### src/acm_pkg.sv
/*
  Constants, types and register map of the audio converter mode control block.
  Assumes a single system clock domain and an APB master for software access.
*/
// Overview of operation
// - cosine ramp over 128 samples on DAC power
// - mode pins pick microcontroller, static or test
// - microcontroller mode reassigns the five multi pins
// - microcontroller clock ratio 256, 384 or 512
// - microcontroller serial formats programmed by software
// - both channels share one serial data line
// - pin five low 0 dB, high 6 dB
// - overload when sample beyond -1.16 dB
// - overload output high at least 512 samples
// - each overload restarts the hold count
// - DC filter only under software control
// - static clock pin low 256, high 384
// - static playback pin: none, 44.1k de-emphasis, mute
// - static format pins one and five decode
// - static mode offers four serial formats
// - static ADC pin: power-down, 6 dB, 0 dB
package acm_pkg;

    localparam int ACM_ADDR_W = 8;
    localparam logic [7:0] ACM_OFF_STATUS_CFG = 8'h00;
    localparam logic [7:0] ACM_OFF_PLAY_CFG = 8'h04;
    localparam logic [7:0] ACM_OFF_STATE = 8'h08;
    localparam logic [7:0] ACM_OFF_IRQ_STATUS = 8'h0C;
    localparam logic [7:0] ACM_OFF_IRQ_CLEAR = 8'h10;
    localparam logic [7:0] ACM_OFF_IRQ_ENABLE = 8'h14;

    // status cfg: [5:4] clock ratio, [3:1] format, [0] dc filter
    localparam logic [5:0] ACM_STATUS_CFG_RST = 6'h20;
    // play cfg: [4:3] de-emphasis, [2] mute, [1] adc on, [0] dac on
    localparam logic [4:0] ACM_PLAY_CFG_RST = 5'h03;
    localparam logic [2:0] ACM_IRQ_RST = 3'h0;
    localparam int ACM_IRQ_OVL = 0;
    localparam int ACM_IRQ_RAMP = 1;
    localparam int ACM_IRQ_MODE = 2;

    localparam logic [9:0] ACM_OVL_HOLD = 10'h200;
    localparam logic signed [23:0] ACM_OVL_TH = 24'sh700000;
    localparam logic [6:0] ACM_RAMP_LAST = 7'h7F;
    localparam logic [7:0] ACM_GAIN_FULL = 8'hFF;

    typedef enum logic [1:0] {
        ACM_MODE_MICRO = 2'b00,
        ACM_MODE_TEST_A = 2'b01,
        ACM_MODE_TEST_B = 2'b10,
        ACM_MODE_STATIC = 2'b11
    } acm_mode_t;

    typedef enum logic [1:0] {
        ACM_RATIO_512 = 2'b00,
        ACM_RATIO_384 = 2'b01,
        ACM_RATIO_256 = 2'b10,
        ACM_RATIO_BAD = 2'b11
    } acm_ratio_t;

    typedef enum logic [2:0] {
        ACM_FMT_I2S = 3'b000,
        ACM_FMT_LSB16 = 3'b001,
        ACM_FMT_LSB18 = 3'b010,
        ACM_FMT_LSB20 = 3'b011,
        ACM_FMT_MSB = 3'b100,
        ACM_FMT_MSB_LSB16 = 3'b101,
        ACM_FMT_MSB_LSB18 = 3'b110,
        ACM_FMT_MSB_LSB20 = 3'b111
    } acm_fmt_t;

    typedef enum logic [1:0] {
        ACM_DEEMPH_NONE = 2'b00,
        ACM_DEEMPH_32K = 2'b01,
        ACM_DEEMPH_44K1 = 2'b10,
        ACM_DEEMPH_48K = 2'b11
    } acm_deemph_t;

    // three-level pad comparator code
    typedef enum logic [1:0] {
        ACM_LVL_LOW = 2'b00,
        ACM_LVL_MID = 2'b01,
        ACM_LVL_HIGH = 2'b11
    } acm_lvl_t;

    typedef enum logic [1:0] {
        ACM_RAMP_OFF = 2'b00,
        ACM_RAMP_UP = 2'b01,
        ACM_RAMP_ON = 2'b10,
        ACM_RAMP_DOWN = 2'b11
    } acm_ramp_t;

    typedef struct packed {
        acm_ratio_t clk_ratio;
        acm_fmt_t fmt;
        acm_deemph_t deemph;
        logic mute;
        logic adc_gain_6db;
        logic adc_pd;
        logic dac_pd;
        logic dc_filter_en;
    } acm_cfg_t;

    typedef struct packed {
        logic mode_b;
        logic mode_a;
        logic p1;
        logic [1:0] p2;
        logic p3;
        logic [1:0] p4;
        logic p5;
    } acm_pins_t;

    localparam acm_cfg_t ACM_CFG_RST = '{ACM_RATIO_256, ACM_FMT_I2S, ACM_DEEMPH_NONE,
                                         1'b0, 1'b0, 1'b0, 1'b0, 1'b0};

    // rising half cosine, one entry per four samples
    localparam logic [7:0] ACM_COS_TABLE [32] = '{
        8'h00, 8'h01, 8'h02, 8'h05, 8'h0A, 8'h0F, 8'h15, 8'h1D,
        8'h25, 8'h2F, 8'h39, 8'h43, 8'h4F, 8'h5A, 8'h67, 8'h73,
        8'h80, 8'h8C, 8'h98, 8'hA5, 8'hB0, 8'hBC, 8'hC6, 8'hD0,
        8'hDA, 8'hE2, 8'hEA, 8'hF0, 8'hF5, 8'hFA, 8'hFD, 8'hFE
    };

endpackage

### src/acm_mode_ctrl.sv
/*
  Mode decode, pin reassignment, configuration select, overload detector,
  DAC power ramp and APB register file of the audio converter.
  Assumes fs_tick is a one-cycle strobe once per sample on clk, with the ADC
  samples valid in that cycle; pins are asynchronous to clk.
*/
// Our own choices: the register offsets and the APB slave port.
`timescale 1ns/1ps
module acm_mode_ctrl (
    // clock and reset
    input wire logic clk,
    input wire logic rst_b,
    // apb slave
    input wire logic [acm_pkg::ACM_ADDR_W-1:0] paddr,
    input wire logic psel,
    input wire logic penable,
    input wire logic pwrite,
    input wire logic [31:0] pwdata,
    output logic pready,
    output logic [31:0] prdata,
    output logic pslverr,
    // mode and multi purpose pins
    input wire logic mode_select_a,
    input wire logic mode_select_b,
    input wire logic multi_pin_one_in,
    output logic multi_pin_one_out,
    output logic multi_pin_one_oe_b,
    input wire logic [1:0] multi_pin_two,
    input wire logic multi_pin_three,
    input wire logic [1:0] multi_pin_four,
    input wire logic multi_pin_five,
    // sample stream
    input wire logic fs_tick,
    input wire logic signed [23:0] adc_left,
    input wire logic signed [23:0] adc_right,
    // control interface lines towards the serial receiver
    output logic ctrl_if_mode_line,
    output logic ctrl_if_clock_line,
    output logic ctrl_if_data_line,
    // configuration and status
    output acm_pkg::acm_cfg_t cfg,
    output logic test_mode,
    output logic [7:0] dac_gain,
    output logic ramp_active,
    output logic overload_flag_out,
    output logic irq
);
    import acm_pkg::*;

    // pin synchronisers
    acm_pins_t pins_raw;
    acm_pins_t sync1;
    acm_pins_t sync2;
    logic [1:0] p2_prev;
    logic [1:0] p4_prev;
    acm_lvl_t lvl2;
    acm_lvl_t lvl4;
    acm_lvl_t next_lvl2;
    acm_lvl_t next_lvl4;

    assign pins_raw = '{mode_select_b, mode_select_a, multi_pin_one_in, multi_pin_two,
                        multi_pin_three, multi_pin_four, multi_pin_five};

    // a three-level code is taken only when it held for two clock cycles,
    // so a pad passing through mid on its way does not leak out
    always_comb begin
        next_lvl2 = lvl2;
        next_lvl4 = lvl4;
        if (sync2.p2 == p2_prev) begin
            next_lvl2 = acm_lvl_t'(sync2.p2);
        end
        if (sync2.p4 == p4_prev) begin
            next_lvl4 = acm_lvl_t'(sync2.p4);
        end
    end

    always_ff @(posedge clk) begin
        if (!rst_b) begin
            sync1 <= '0;
            sync2 <= '0;
            p2_prev <= 2'h0;
            p4_prev <= 2'h0;
            lvl2 <= ACM_LVL_LOW;
            lvl4 <= ACM_LVL_LOW;
        end else begin
            sync1 <= pins_raw;
            sync2 <= sync1;
            p2_prev <= sync2.p2;
            p4_prev <= sync2.p4;
            lvl2 <= next_lvl2;
            lvl4 <= next_lvl4;
        end
    end

    // registers and apb
    logic [5:0] status_cfg;
    logic [4:0] play_cfg;
    logic [2:0] irq_stat;
    logic [2:0] irq_en;
    logic [5:0] next_status_cfg;
    logic [4:0] next_play_cfg;
    logic [2:0] next_irq_stat;
    logic [2:0] next_irq_en;
    logic [31:0] next_prdata;
    logic next_pslverr;
    logic [2:0] events;
    logic wr;
    logic setup;
    logic mapped;
    acm_mode_t mode;

    assign pready = psel & penable;
    assign wr = psel & penable & pwrite;
    assign setup = psel & ~penable;
    assign mapped = (paddr == ACM_OFF_STATUS_CFG) || (paddr == ACM_OFF_PLAY_CFG) ||
                    (paddr == ACM_OFF_STATE) || (paddr == ACM_OFF_IRQ_STATUS) ||
                    (paddr == ACM_OFF_IRQ_CLEAR) || (paddr == ACM_OFF_IRQ_ENABLE);
    assign irq = |(irq_stat & irq_en);

    always_comb begin
        next_status_cfg = status_cfg;
        next_play_cfg = play_cfg;
        next_irq_en = irq_en;
        next_irq_stat = irq_stat;
        next_prdata = prdata;
        next_pslverr = pslverr;
        if (setup) begin
            next_pslverr = ~mapped;
            next_prdata = 32'h0;
            if (!pwrite) begin
                case (paddr)
                    ACM_OFF_STATUS_CFG: next_prdata = {26'h0, status_cfg};
                    ACM_OFF_PLAY_CFG: next_prdata = {27'h0, play_cfg};
                    ACM_OFF_STATE: next_prdata = {16'h0, dac_gain, 4'h0, ramp_active,
                                                  overload_flag_out, mode};
                    ACM_OFF_IRQ_STATUS: next_prdata = {29'h0, irq_stat};
                    ACM_OFF_IRQ_ENABLE: next_prdata = {29'h0, irq_en};
                    default: next_prdata = 32'h0;
                endcase
            end
        end
        if (wr) begin
            case (paddr)
                ACM_OFF_STATUS_CFG: begin
                    // unused ratio code keeps the old ratio
                    if (pwdata[5:4] != ACM_RATIO_BAD) begin
                        next_status_cfg[5:4] = pwdata[5:4];
                    end
                    next_status_cfg[3:0] = pwdata[3:0];
                end
                ACM_OFF_PLAY_CFG: next_play_cfg = pwdata[4:0];
                ACM_OFF_IRQ_ENABLE: next_irq_en = pwdata[2:0];
                ACM_OFF_IRQ_CLEAR: next_irq_stat = irq_stat & ~pwdata[2:0];
                default: next_irq_en = irq_en;
            endcase
        end
        // events win over a clear in the same cycle
        next_irq_stat = next_irq_stat | events;
    end

    always_ff @(posedge clk) begin
        if (!rst_b) begin
            status_cfg <= ACM_STATUS_CFG_RST;
            play_cfg <= ACM_PLAY_CFG_RST;
            irq_stat <= ACM_IRQ_RST;
            irq_en <= ACM_IRQ_RST;
            prdata <= 32'h0;
            pslverr <= 1'b0;
        end else begin
            status_cfg <= next_status_cfg;
            play_cfg <= next_play_cfg;
            irq_stat <= next_irq_stat;
            irq_en <= next_irq_en;
            prdata <= next_prdata;
            pslverr <= next_pslverr;
        end
    end

    // mode decode and configuration select
    acm_mode_t next_mode;
    acm_cfg_t next_cfg;
    logic next_pin1_out;
    logic next_pin1_oe_b;
    logic [2:0] next_ctrl_lines;
    logic next_ovl_flag;
    logic ovl_rise;

    always_comb begin
        next_mode = acm_mode_t'({sync2.mode_b, sync2.mode_a});
        next_cfg = cfg;
        next_pin1_out = 1'b0;
        next_pin1_oe_b = 1'b1;
        next_ctrl_lines = 3'h0;
        case (mode)
            ACM_MODE_STATIC: begin
                next_cfg.clk_ratio = sync2.p3 ? ACM_RATIO_384 : ACM_RATIO_256;
                next_cfg.deemph = (lvl2 == ACM_LVL_MID) ? ACM_DEEMPH_44K1 : ACM_DEEMPH_NONE;
                next_cfg.mute = (lvl2 == ACM_LVL_HIGH);
                // format pins, four static formats, shared data line
                case ({sync2.p1, sync2.p5})
                    2'b00: next_cfg.fmt = ACM_FMT_MSB;
                    2'b01: next_cfg.fmt = ACM_FMT_I2S;
                    2'b10: next_cfg.fmt = ACM_FMT_MSB_LSB20;
                    default: next_cfg.fmt = ACM_FMT_MSB_LSB16;
                endcase
                next_cfg.adc_pd = (lvl4 == ACM_LVL_LOW);
                next_cfg.adc_gain_6db = (lvl4 == ACM_LVL_MID);
                next_cfg.dac_pd = 1'b0;
                next_cfg.dc_filter_en = 1'b0;
            end
            default: begin
                next_cfg.clk_ratio = acm_ratio_t'(status_cfg[5:4]);
                next_cfg.fmt = acm_fmt_t'(status_cfg[3:1]);
                next_cfg.dc_filter_en = status_cfg[0];
                next_cfg.deemph = acm_deemph_t'(play_cfg[4:3]);
                next_cfg.mute = play_cfg[2];
                next_cfg.adc_pd = ~play_cfg[1];
                next_cfg.dac_pd = ~play_cfg[0];
                next_cfg.adc_gain_6db = sync2.p5;
                // pin one drives overload, pins two to four feed control lines
                if (mode == ACM_MODE_MICRO) begin
                    next_pin1_out = next_ovl_flag;
                    next_pin1_oe_b = 1'b0;
                    next_ctrl_lines = {sync2.p2[0], sync2.p3, sync2.p4[0]};
                end
            end
        endcase
    end

    always_ff @(posedge clk) begin
        if (!rst_b) begin
            mode <= ACM_MODE_MICRO;
            cfg <= ACM_CFG_RST;
            test_mode <= 1'b0;
            multi_pin_one_out <= 1'b0;
            multi_pin_one_oe_b <= 1'b1;
            ctrl_if_mode_line <= 1'b0;
            ctrl_if_clock_line <= 1'b0;
            ctrl_if_data_line <= 1'b0;
        end else begin
            mode <= next_mode;
            cfg <= next_cfg;
            test_mode <= (next_mode == ACM_MODE_TEST_A) || (next_mode == ACM_MODE_TEST_B);
            multi_pin_one_out <= next_pin1_out;
            multi_pin_one_oe_b <= next_pin1_oe_b;
            {ctrl_if_mode_line, ctrl_if_clock_line, ctrl_if_data_line} <= next_ctrl_lines;
        end
    end

    // overload detector
    logic [9:0] ovl_cnt;
    logic [9:0] next_ovl_cnt;
    logic ovl_hit;

    // compare against threshold on both channels
    assign ovl_hit = fs_tick && ((adc_left > ACM_OVL_TH) || (adc_left < -ACM_OVL_TH) ||
                                 (adc_right > ACM_OVL_TH) || (adc_right < -ACM_OVL_TH));

    always_comb begin
        next_ovl_cnt = ovl_cnt;
        if (ovl_hit) begin
            next_ovl_cnt = ACM_OVL_HOLD;
        end else if (fs_tick && ovl_cnt != 10'h000) begin
            next_ovl_cnt = ovl_cnt - 10'h001;
        end
        next_ovl_flag = (next_ovl_cnt != 10'h000);
        ovl_rise = next_ovl_flag & ~overload_flag_out;
    end

    always_ff @(posedge clk) begin
        if (!rst_b) begin
            ovl_cnt <= 10'h000;
            overload_flag_out <= 1'b0;
        end else begin
            ovl_cnt <= next_ovl_cnt;
            overload_flag_out <= next_ovl_flag;
        end
    end

    // dac power ramp
    acm_ramp_t ramp_st;
    acm_ramp_t next_ramp_st;
    logic [6:0] ramp_idx;
    logic [6:0] next_ramp_idx;
    logic [7:0] next_gain;
    logic ramp_done;

    always_comb begin
        next_ramp_st = ramp_st;
        next_ramp_idx = ramp_idx;
        ramp_done = 1'b0;
        case (ramp_st)
            ACM_RAMP_OFF: begin
                if (!cfg.dac_pd) begin
                    next_ramp_st = ACM_RAMP_UP;
                    next_ramp_idx = 7'h00;
                end
            end
            ACM_RAMP_UP: begin
                if (cfg.dac_pd) begin
                    // reverse from the current level, no step in the output
                    next_ramp_st = ACM_RAMP_DOWN;
                    next_ramp_idx = ACM_RAMP_LAST - ramp_idx;
                end else if (fs_tick) begin
                    if (ramp_idx == ACM_RAMP_LAST) begin
                        next_ramp_st = ACM_RAMP_ON;
                        ramp_done = 1'b1;
                    end else begin
                        next_ramp_idx = ramp_idx + 7'h01;
                    end
                end
            end
            ACM_RAMP_ON: begin
                if (cfg.dac_pd) begin
                    next_ramp_st = ACM_RAMP_DOWN;
                    next_ramp_idx = 7'h00;
                end
            end
            ACM_RAMP_DOWN: begin
                if (!cfg.dac_pd) begin
                    next_ramp_st = ACM_RAMP_UP;
                    next_ramp_idx = ACM_RAMP_LAST - ramp_idx;
                end else if (fs_tick) begin
                    if (ramp_idx == ACM_RAMP_LAST) begin
                        next_ramp_st = ACM_RAMP_OFF;
                        ramp_done = 1'b1;
                    end else begin
                        next_ramp_idx = ramp_idx + 7'h01;
                    end
                end
            end
            default: next_ramp_st = ACM_RAMP_OFF;
        endcase
        case (next_ramp_st)
            ACM_RAMP_UP: next_gain = ACM_COS_TABLE[next_ramp_idx[6:2]];
            ACM_RAMP_DOWN: next_gain = ACM_COS_TABLE[5'h1F - next_ramp_idx[6:2]];
            ACM_RAMP_ON: next_gain = ACM_GAIN_FULL;
            default: next_gain = 8'h00;
        endcase
    end

    always_ff @(posedge clk) begin
        if (!rst_b) begin
            ramp_st <= ACM_RAMP_OFF;
            ramp_idx <= 7'h00;
            dac_gain <= 8'h00;
            ramp_active <= 1'b0;
        end else begin
            ramp_st <= next_ramp_st;
            ramp_idx <= next_ramp_idx;
            dac_gain <= next_gain;
            ramp_active <= (next_ramp_st == ACM_RAMP_UP) || (next_ramp_st == ACM_RAMP_DOWN);
        end
    end

    assign events = {next_mode != mode, ramp_done, ovl_rise};
endmodule

### config.mk
export PLATFORM = sky130hd
export DESIGN_NAME = acm_mode_ctrl
export DESIGN_NICKNAME = d
export VERILOG_FILES = /design/src/acm_pkg.sv /design/src/acm_mode_ctrl.sv
export SDC_FILE = /design/constraint.sdc
export NUM_CORES = 1
export LEC_CHECK = 0
export BUFFER_PORTS_ARGS = -buffer_cell sky130_fd_sc_hd__buf_2
export CORE_MARGIN = 8
export CORE_UTILIZATION = 40
export CTS_CLUSTER_SIZE = 24
export DETAILED_ROUTE_END_ITERATION = 8
export PLACE_DENSITY = 0.62
export RECOVER_POWER = 25
export SLEW_MARGIN = 15
export SYNTH_ARGS = -nofsm -noshare
export SYNTH_HDL_FRONTEND = slang
export SYNTH_SLANG_ARGS = --single-unit
### constraint.sdc
create_clock -name clk -period 3.2 [get_ports clk]
set_clock_uncertainty 0.05 [all_clocks]
set_input_delay 0.16 -clock clk [delete_from_list [all_inputs] [get_ports clk]]
set_output_delay 0.16 -clock clk [all_outputs]
set_load 0.1 [all_outputs]
# After elaboration in Yosys (flattened, before gate mapping)
# Memories as Yosys holds them, arrays and structs flattened.
# Cells that the tools add are included.
[totals]
ff_bits = 125
n_memories = 2
rom_bits = 512
in_bits = 103
wordCells = 166
[mem_list]
columns = ["name", "words", "width", "read_ports", "rd_ports_with_merged_regs", "wr", "line", "text"]
rows = [
  ["(name not given)", 32, 8, 1, 0, 0, "acm_mode_ctrl.sv:336", "ACM_RAMP_DOWN: next_gain = ACM_COS_TABLE[5'h1F - next_ramp_idx[6:2]];"],
  ["(name not given)", 32, 8, 1, 0, 0, "acm_mode_ctrl.sv:335", "ACM_RAMP_UP: next_gain = ACM_COS_TABLE[next_ramp_idx[6:2]];"],
]
[op_classes]
n_eq_ne = 26
add_sub_neg = 4
mux = 37
bitwise = 17
n_reduce_logical = 27
order_cmp = 6
[op_table]
columns = ["cell", "count"]
rows = [
  ["$pmux W16 S5", 1],
  ["$gt A24 B24 Y1 const B", 2],
  ["$lt A24 B24 Y1 const B", 2],
  ["$mux W7", 6],
  ["$mux W8", 4],
  ["$pmux W7 S4", 1],
  ["$pmux W8 S3", 1],
  ["$mux W10", 2],
  ["$mux W2", 10],
  ["$reduce_bool A10 Y1", 2],
  ["$eq A2 B2 Y1 const B", 8],
  ["$eq A8 B4 Y1 const B", 2],
  ["$eq A8 B5 Y1 const B", 2],
  ["$mux W16", 1],
  ["$eq A2 B1 Y1 const B", 6],
  ["$ge A6 B6 Y1 const B", 2],
  ["$mux W12", 1],
  ["$not A5 Y6", 2],
  ["$logic_or A1 B1 Y1", 10],
  ["$sub A10 B1 Y10 const B", 1],
  ["$pmux W3 S3", 1],
  ["$eq A8 B3 Y1 const B", 1],
  ["$logic_not A2 Y1", 4],
  ["$logic_not A8 Y1", 1],
  ["other kinds (21)", 44],
]

# Longest topological paths before layout
# Gate-level depths: netlist (run 1).
[depth]
depth_word = 11
ltp_mapped = 11
depth_no_buf = 10

# Least setup slack after synthesis (run 1)
# OpenSTA, ideal clock, no wires.
[synth_timing]
kind = "reg2reg"
from = "register cfg[1] (netlist name)"
to = "register dac_gain[2]"
synth_period_minus_slack_ps = 3568
stages_incl_launch_ff = 12
setup_ps = 125
slack_ps = -368
t_arrival_ps = 3393
cell_sequence = "dfxtp_1 > buf_4 > xnor2_2 > buf_4 > mux2_1 > o311a_1 > buf_2 > ha_1 > nand2b_1 > a21oi_1 > o211a_1 > o41a_1"
[synth_between]
elab_chain_len = 8
[synth_lines]
columns = ["element", "line", "text"]
rows = [
  ["start: declaration", "acm_mode_ctrl.sv:41", "output acm_pkg::acm_cfg_t cfg,"],
  ["start signal: assignment", "acm_mode_ctrl.sv:242", "cfg <= next_cfg;"],
  ["$mux W7, on equally long branches", "n/a", ""],
  ["$pmux W7 S4", "acm_mode_ctrl.sv:292", "case (ramp_st)"],
  ["$sub A5 B5 Y5", "acm_mode_ctrl.sv:336", ""],
  ["$not A5 Y6 (implied by the code)", "acm_mode_ctrl.sv:336", ""],
  ["$mem_v2 Z32 W8", "n/a", ""],
  ["$mux W8 (implied by the code) (2 in series)", "acm_mode_ctrl.sv:336", ""],
  ["$pmux W8 S3 *", "acm_mode_ctrl.sv:334", "case (next_ramp_st)"],
  ["end signal: assignment", "acm_mode_ctrl.sv:351", "dac_gain <= next_gain;"],
  ["end: declaration", "acm_mode_ctrl.sv:43", "output logic [7:0] dac_gain,"],
]
# Mark *: on every way between the ends. The rest lies on a longest branch, timed or not. The select of a mux whose other input is x is not followed.
# A chain may end at the register's enable or synchronous reset.

# Final worst setup path (run 1)
[layout_timing]
from = "register ramp_st[1]"
to = "register dac_gain[2]"
[layout_between]
elab_chain_len = 8
[layout_lines]
columns = ["element", "line", "text"]
rows = [
  ["start: declaration", "acm_mode_ctrl.sv:281", "acm_ramp_t ramp_st;"],
  ["start signal: assignment", "acm_mode_ctrl.sv:349", "ramp_st <= next_ramp_st;"],
  ["$eq A2 B2 Y1, or another cell as far along", "acm_mode_ctrl.sv:292", ""],
  ["$pmux W7 S4", "acm_mode_ctrl.sv:292", ""],
  ["$sub A5 B5 Y5", "acm_mode_ctrl.sv:336", ""],
  ["$not A5 Y6 (implied by the code)", "acm_mode_ctrl.sv:336", ""],
  ["$mem_v2 Z32 W8", "n/a", ""],
  ["$mux W8 (implied by the code) (2 in series)", "acm_mode_ctrl.sv:336", ""],
  ["$pmux W8 S3 *", "acm_mode_ctrl.sv:334", ""],
]
# Marked as above.

==> results of run 1 <==
==> placed cells by master, fill, tap and decap left out, types with 5 or more instances in the layout <==
cell           Yosys  routed
a211oi_1           6       6
a21boi_0          10      10
a21o_1             9       9
a21oi_1           21      21
a22oi_1           16      16
a31oi_1            5       5
and2_0             0      11
and2_1            45      34
and3_1             7       7
buf_2              7     119
buf_4             22      25
clkbuf_16          0       9
conb_1             1      18
dfxtp_1          106     104
dlygate4sd3_1      0       9
ha_1               8       8
inv_1              9       9
mux2i_1           15      15
nand2_1           51      51
nand2b_1           6       6
nand3_1           12      12
nand3b_1           5       5
nand4_1            7       7
nor2_1            41      41
nor2b_1           28      28
nor3_1            15      15
nor3b_1            6       6
nor4_1            14      14
o21ai_0           19      19
o31ai_1            7       7
xnor2_1           10      10
xor2_1             7       7
==> synthesized netlist by cell type (3+ instances only) <==
library cell    n  area (sq um)
dfxtp_1       106          2120
nand2_1        51           191
and2_1         45           282
nor2_1         41           154
clkbuf_1       28           105
nor2b_1        28           175
buf_4          22           165
a21oi_1        21           105
o21ai_0        19          95.1
a22oi_1        16           120
mux2i_1        15           150
nor3_1         15          75.1
nor4_1         14          87.6
nand3_1        12          60.1
a21boi_0       10          75.1
xnor2_1        10          87.6
a21o_1          9          67.6
inv_1           9          33.8
ha_1            8           100
and3_1          7          43.8
buf_2           7          35.0
nand4_1         7          43.8
o31ai_1         7          52.6
xor2_1          7          61.3
a211oi_1        6          45.0
nand2b_1        6          37.5
nor3b_1         6          45.0
a31oi_1         5          31.3
nand3b_1        5          37.5
a31o_2          3          26.3
mux4_2          3          67.6
nand4b_1        3          26.3
o211a_1         3          30.0
o21a_1          3          22.5
o21ai_1         3          15.0
o22ai_1         3          18.8
==> layer usage <==
metal  vias to the layer above  part of all wire, %  routed length, microns
met5                         -                    0                       0
met4                         0                  1.7                     247
met3                        21                  5.0                     723
met2                       155                   47                    6870
met1                      2327                   46                    6640
li1                       2421                    -                       -
==> worst max-delay path: cells and delay by family, from the launching register on <==
kind,cells,cell delay [ns]
xor+xnor,1,0.22
compound gates,4,0.89
fa+ha+maj,1,0.44
flops,1,0.52
simple gates,1,0.18
buf+inv,1,0.21
mux,1,0.32
==> timing repair <==
item / 4_1_cts / 5_1_grt
setup endpoints to repair: 0 / 5
hold buffers: 9 / 0
endpoints found under the hold margin: 9 / 0
buffers inserted: 0 / 4
resized for setup: 0 / 1
==> flip-flops by register name, summed over array words and instances (netlist names), 5 cells and up <==
name	flops
cfg	12
dac_gain	8
ovl_cnt	10
play_cfg	5
prdata	14
ramp_idx	7
status_cfg	6
sync1	9
sync2	7
==> cell families after synthesis <==
family / count (synthesis) / synth area share, %
muxes: 21 / 4.65
AOI/OAI and AO/OA: 143 / 19.4
and+or+nand+nor: 251 / 25.1
DFF: 106 / 39.2
xor gates and xnor gates: 19 / 3.35
other: 1 / 0.0693
buffers and inverters: 67 / 6.34
adders and majority gates: 8 / 1.85
==> cell type report <==
class / count / area, sq um
sequential: 106 / 2130
inverter: 9 / 33.8
multi-input combinational: 460 / 3010
fill: 1273 / 6680
clock inverter: 7 / 65.1
timing repair buffer: 156 / 886
clock buffer: 9 / 225
tap: 176 / 220
==> report_power, final <==
group | switching, W | internal (W) | total (W) | leakage [nW]
Combinational | 0.000508 | 0.000268 | 0.000776 | 1.84
Sequential | 0.0000769 | 0.00140 | 0.00148 | 0.864
Clock | 0.000520 | 0.000541 | 0.00106 | 0.131
Total | 0.00111 | 0.00221 | 0.00332 | 2.83
==> worst min path at each step <==
stage	start	cells after the start	slack [ns]	to
2_1_floorplan	pwdata[0]	2	0.24	play_cfg[0]
6_report	pwdata[3]	3	0.04	play_cfg[3]
3_5_place_dp	multi_pin_five	2	0.32	sync1[0]
5_1_grt	pwdata[1]	3	0.04	play_cfg[1]
4_1_cts	pwdata[1]	3	0.03	play_cfg[1]
3_3_place_gp	multi_pin_three	2	0.32	sync1[3]
==> per-stage QoR <==
step	area, sq um	std cells	total power [W]	worst slack [ns]	hold slack [ns]
after floorplan	5480	633	0.00211	0.127	0.235
after global placement	6160	894	0.00224	0.217	0.315
after detailed placement	6160	894	0.00227	0.180	0.319
after CTS	6540	919	0.00334	0.124	0.0317
after global routing	6570	923	0.00349	0.125	0.0412
final	6570	923	0.00332	0.261	0.0418
==> impl_metrics.csv, run 1 <==
group,metric,value,unit
route,wl_per_cell,15.7,microns
worst_setup_path,worstSetupPathType,"flop to flop",
floorplanning,std_cell_rows,42,
synthesis,syn_area,0.00541,sq mm
synthesis,yosysWarningCount,0,
clock_tree,path_clk_slew,0.07,ns
sta,tightest_slew,1.30,ns
global_routing,grt_busiest_layer,"met2",
synthesis,synth_seq_cells,106,
worst_setup_path,critical_path_arrival,3.12,ns
placement,gp_congestion,0.857,
clock_tree,clock_latency,0.34,ns
synthesis,yosys_most_used_dff,"dfxtp_1",
worst_setup_path,critPathSlowestCell,"dfxtp_1",
sta,drv_slew,0,
global_routing,grtUsageMet3,3.58,%
clock_tree,htree_levels,3,
placement,io_buffers,121,
synthesis,synthCells,616,
route,drt-pass1-iter-count,5,
floorplanning,die_h,132,microns
clock_tree,cts_buffers,9,
final_layout,final_util,49.6,%
global_routing,grt_pass1_wl,23700,microns
global_routing,grt_overflow,0,
sta,grt_setup_unrepaired,"no",
floorplanning,ios,166,
sta,finalCriticalPeriod,2.94,ns
final_layout,syn_to_final_growth,21.4,%
sta,max_clock_freq,0.340,GHz
worst_setup_path,crit_path_cell_trace,"xnor2_2, buf_4, mux2_1, o311a_1, ha_1, nand2b_1, a21oi_1, o211a_1, o41a_1",
worst_setup_path,endpoint,"dac_gain[2]",
worst_setup_path,cp-start-kind,"flop",
sta,finalCritPeriodShare,91.8,%
sta,setup_viol,0,
final_layout,antenna_cells,0,
clock_tree,cts_tree,"done",
final_layout,drive_gt1_share,24.8,%
floorplanning,core,0.0132,sq mm
global_routing,grt_use_met1,20.7,%
synthesis,synth.avg_cell_area,8.78,sq um
power,ir_drop,0.301,mV
floorplanning,initial_core_util,40.9,%
flow_run,drv_cap,0,
global_routing,antenna_found_initial,0,
worst_setup_path,r2r-end,"dac_gain[2]",
synthesis,async_flop_share,0,%
route,vias_per_cell,5.33,
synthesis,yosysSeqAreaShare,39.2,%
clock_tree,clock-sinks,106,
route,antenna_left,0,
worst_setup_path,worstPathMaxFanout,8,
sta,fin_setup_tns,0,ns
route,drt-initial-drc-count,353,
worst_setup_path,r2r_start,"ramp_st[1]",
global_routing,grt_use_total,16.2,%
floorplanning,die_w,132,microns
route,drc_errors,0,
final_layout,fin_nets,853,
synthesis,synth_edf_count,0,
status,status,"finished clean",
placement,hpwl,10700,microns
floorplanning,dieArea,0.0175,sq mm
worst_setup_path,cp-end-kind,"flop",
worst_setup_path,r2r_cells,9,
min_path,hold_path_class,"input pin to flop",
sta,finalHoldViolations,0,
global_routing,grt_pass1_vias,4811,
synthesis,synth_cell_types,77,
sta,maxSlewHeadroom,13.6,%
power,powerDensity,505,mW/mm^2
global_routing,met2_usage,26.1,%
worst_setup_path,slowest_delay,0.52,ns
clock_tree,cts_root_buf,"clkbuf_16",
worst_setup_path,worstPathRequired,3.39,ns
worst_setup_path,crit_start,"ramp_st[1]",
route,num_vias,4924,
power,p_leak,2.83,nW
global_routing,grt_max_degree,57,
clock_tree,cts_buffer_depth,2,
route,routed_wl,14500,microns
worst_setup_path,rrSetupSlack,0.26,ns
Power figures use the tool's default switching activity.
==> run 2: changes to the inputs <==
--- a/config.mk
+++ b/config.mk
@@ -10,8 +10,10 @@
 export CORE_UTILIZATION = 40
 export CTS_CLUSTER_SIZE = 24
 export DETAILED_ROUTE_END_ITERATION = 8
+export GPL_ROUTABILITY_DRIVEN = 0
 export PLACE_DENSITY = 0.62
 export RECOVER_POWER = 25
+export SETUP_SLACK_MARGIN = 0.3
 export SLEW_MARGIN = 15
 export SYNTH_ARGS = -nofsm -noshare
 export SYNTH_HDL_FRONTEND = slang
==> run 2 against run 1 <==
Compared with the run above:
- first-iteration DRC count is 18% higher
- power is 2.7% higher
- cell count decreased by 1.1%
- critical path depth up 1
- worst setup slack improved by 0.19 ns
- largest power group unchanged
- highest routed layer unchanged
==> impl_metrics.csv, run 2 (synthesized netlist as in run 1, its figures left out) <==
group,metric,value,unit
worst_setup_path,r2r_start,"ramp_idx[0]",
final_layout,top_register,"prdata",
floorplanning,die_w,132,microns
route,drc_errors,0,
clock_tree,cts_buffers,9,
clock_tree,htree_levels,3,
route,antenna_left,0,
route,drt-pass1-iter-count,5,
worst_setup_path,critPathSlowestCell,"dfxtp_1",
power,p_leak,2.83,nW
clock_tree,cts_root_buf,"clkbuf_16",
sta,fin_setup_tns,0,ns
route,vias_per_cell,5.36,
final_layout,largest_reg_flops,14,
worst_setup_path,worstSetupPathType,"flop to flop",
clock_tree,clock-sinks,106,
clock_tree,cts_buffer_depth,2,
global_routing,grt_pass1_vias,4840,
worst_setup_path,slowest_delay,0.40,ns
route,routed_wl,14200,microns
clock_tree,cts_tree,"done",
sta,tightest_slew,1.42,ns
final_layout,syn_to_final_growth,21.7,%
worst_setup_path,critical_path.top_delay_family,"compound AO/OA/AOI/OAI gates",
sta,max_clock_freq,0.364,GHz
final_layout,top_regs,"prdata: 14 flops, cfg: 12 flops, ovl_cnt: 10 flops",
placement,hpwl,10400,microns
flow_run,drv_cap,0,
global_routing,grt_overflow,0,
power,powerDensity,517,mW/mm^2
min_path,hold_path_class,"input pin to flop",
global_routing,antenna_found_initial,0,
sta,finalHoldViolations,0,
global_routing,grt_pass1_wl,23200,microns
global_routing,grt_max_degree,93,
sta,setup_viol,0,
worst_setup_path,crit_start,"ramp_idx[0]",
power,finalPower,0.00340,W
final_layout,drive_gt1_share,24.8,%
floorplanning,ios,166,
min_path,hp-start,"pwdata[3]",
sta,drv_slew,0,
floorplanning,std_cell_rows,42,
final_layout,final_util,49.7,%
worst_setup_path,cp-start-kind,"flop",
placement,dp.cells,886,
final_layout,layout_common_cells,"119 x buf_2, 102 x dfxtp_1, 51 x nand2_1",
floorplanning,initial_core_util,40.9,%
sta,finalCritPeriodShare,86.0,%
worst_setup_path,cp-end-kind,"flop",
global_routing,grt_use_total,15.8,%
placement,io_buffers,121,
worst_setup_path,critical_path_arrival,2.93,ns
worst_setup_path,worstPathRequired,3.38,ns
route,drt-initial-drc-count,415,
clock_tree,path_clk_slew,0.07,ns
status,status,"finished clean",
final_layout,fin_nets,843,
floorplanning,die_h,132,microns
final_layout,final_cells,913,
route,wl_per_cell,15.5,microns
final_layout,antenna_cells,0,
power,ir_drop,0.235,mV
sta,maxSlewHeadroom,5.55,%
route,num_vias,4891,
worst_setup_path,timing.critical_path.buf_inv,1,
sta,grt_setup_unrepaired,"no",
worst_setup_path,worstPathMaxFanout,8,
clock_tree,clock_latency,0.35,ns
worst_setup_path,crit_path_cell_trace,"ha_2, nand4_1, nor2_1, o311a_4, inv_1, ha_1, nor2_2, nor3_1, o211a_1, o41a_1",
sta,finalCriticalPeriod,2.75,ns
floorplanning,core,0.0132,sq mm
floorplanning,dieArea,0.0175,sq mm
final_layout,postLayoutCellArea,0.00658,sq mm
final_layout,final_common_cell,"buf_2",
placement,place_area,0.00612,sq mm
run 2: changes by cell type in the layout (fill, tap and decap cells not counted), sizes merged:
cell,delta
buf,-10
clkinv,+1
bufinv,+1
inv,+1
clkinvlp,-3
run 2: final timing paths:
kind	slack, ns	end	cells after the start
setup / recovery	0.45	dac_gain[2]	10
hold / removal	0.04	play_cfg[3]	3
setup reg to reg	0.45	dac_gain[2]	10
hold reg to reg	0.38	next_mode[1]	1
run 2: final cells by class:
class                           instances  area (sq um)
Clock buffer                            9           225
Clock inverter                          7          95.1
Fill cell                            1276          6660
Inverter                                9          33.8
Multi-Input combinational cell        460          3070
Sequential cell                       106          2130
Tap cell                              176           220
Timing Repair Buffer                  146           811
run 2: routing by layer:
layer / track usage, % / wire, microns / share of wire [%] / up-vias
met5: 0 / 0 / 0 / -
met4: 4.48 / 138 / 0.97 / 0
met2: 26.4 / 6870 / 48 / 162
met1: 19.2 / 6250 / 44 / 2307
met3: 4.50 / 931 / 6.6 / 10
li1: - / - / - / 2412
run 2: worst min-delay path, delay by kind of cell:
family | cells | cell delay (ns)
muxes | 1 | 0.06
and+or+nand+nor | 1 | 0.09
buffers and inverters | 1 | 0.09
run 2: repair_timing:
action | in CTS | in global routing
hold buffers | 9 | 0
hold endpoints to repair | 9 | 0
buffers inserted | 2 | 0
resized for setup | 0 | 9
pin swaps | 1 | 0
endpoints found under the setup margin | 4 | 7
run 2: where the power goes:
| group | internal, W | switching, W | leakage, nW |
|---|---|---|---|
| Combinational | 0.000268 | 0.000504 | 1.80 |
| Clock | 0.000630 | 0.000526 | 0.157 |
| Sequential | 0.00140 | 0.0000748 | 0.865 |
| Total | 0.00230 | 0.00111 | 2.83 |
run 2: per-stage QoR:
stage | hold slack, ns | worst slack, ns
after floorplan | 0.235 | 0.318
after global placement | 0.315 | 0.276
after detailed placement | 0.321 | 0.130
after CTS | 0.0334 | 0.311
after global routing | 0.0327 | 0.299
final | 0.0388 | 0.449
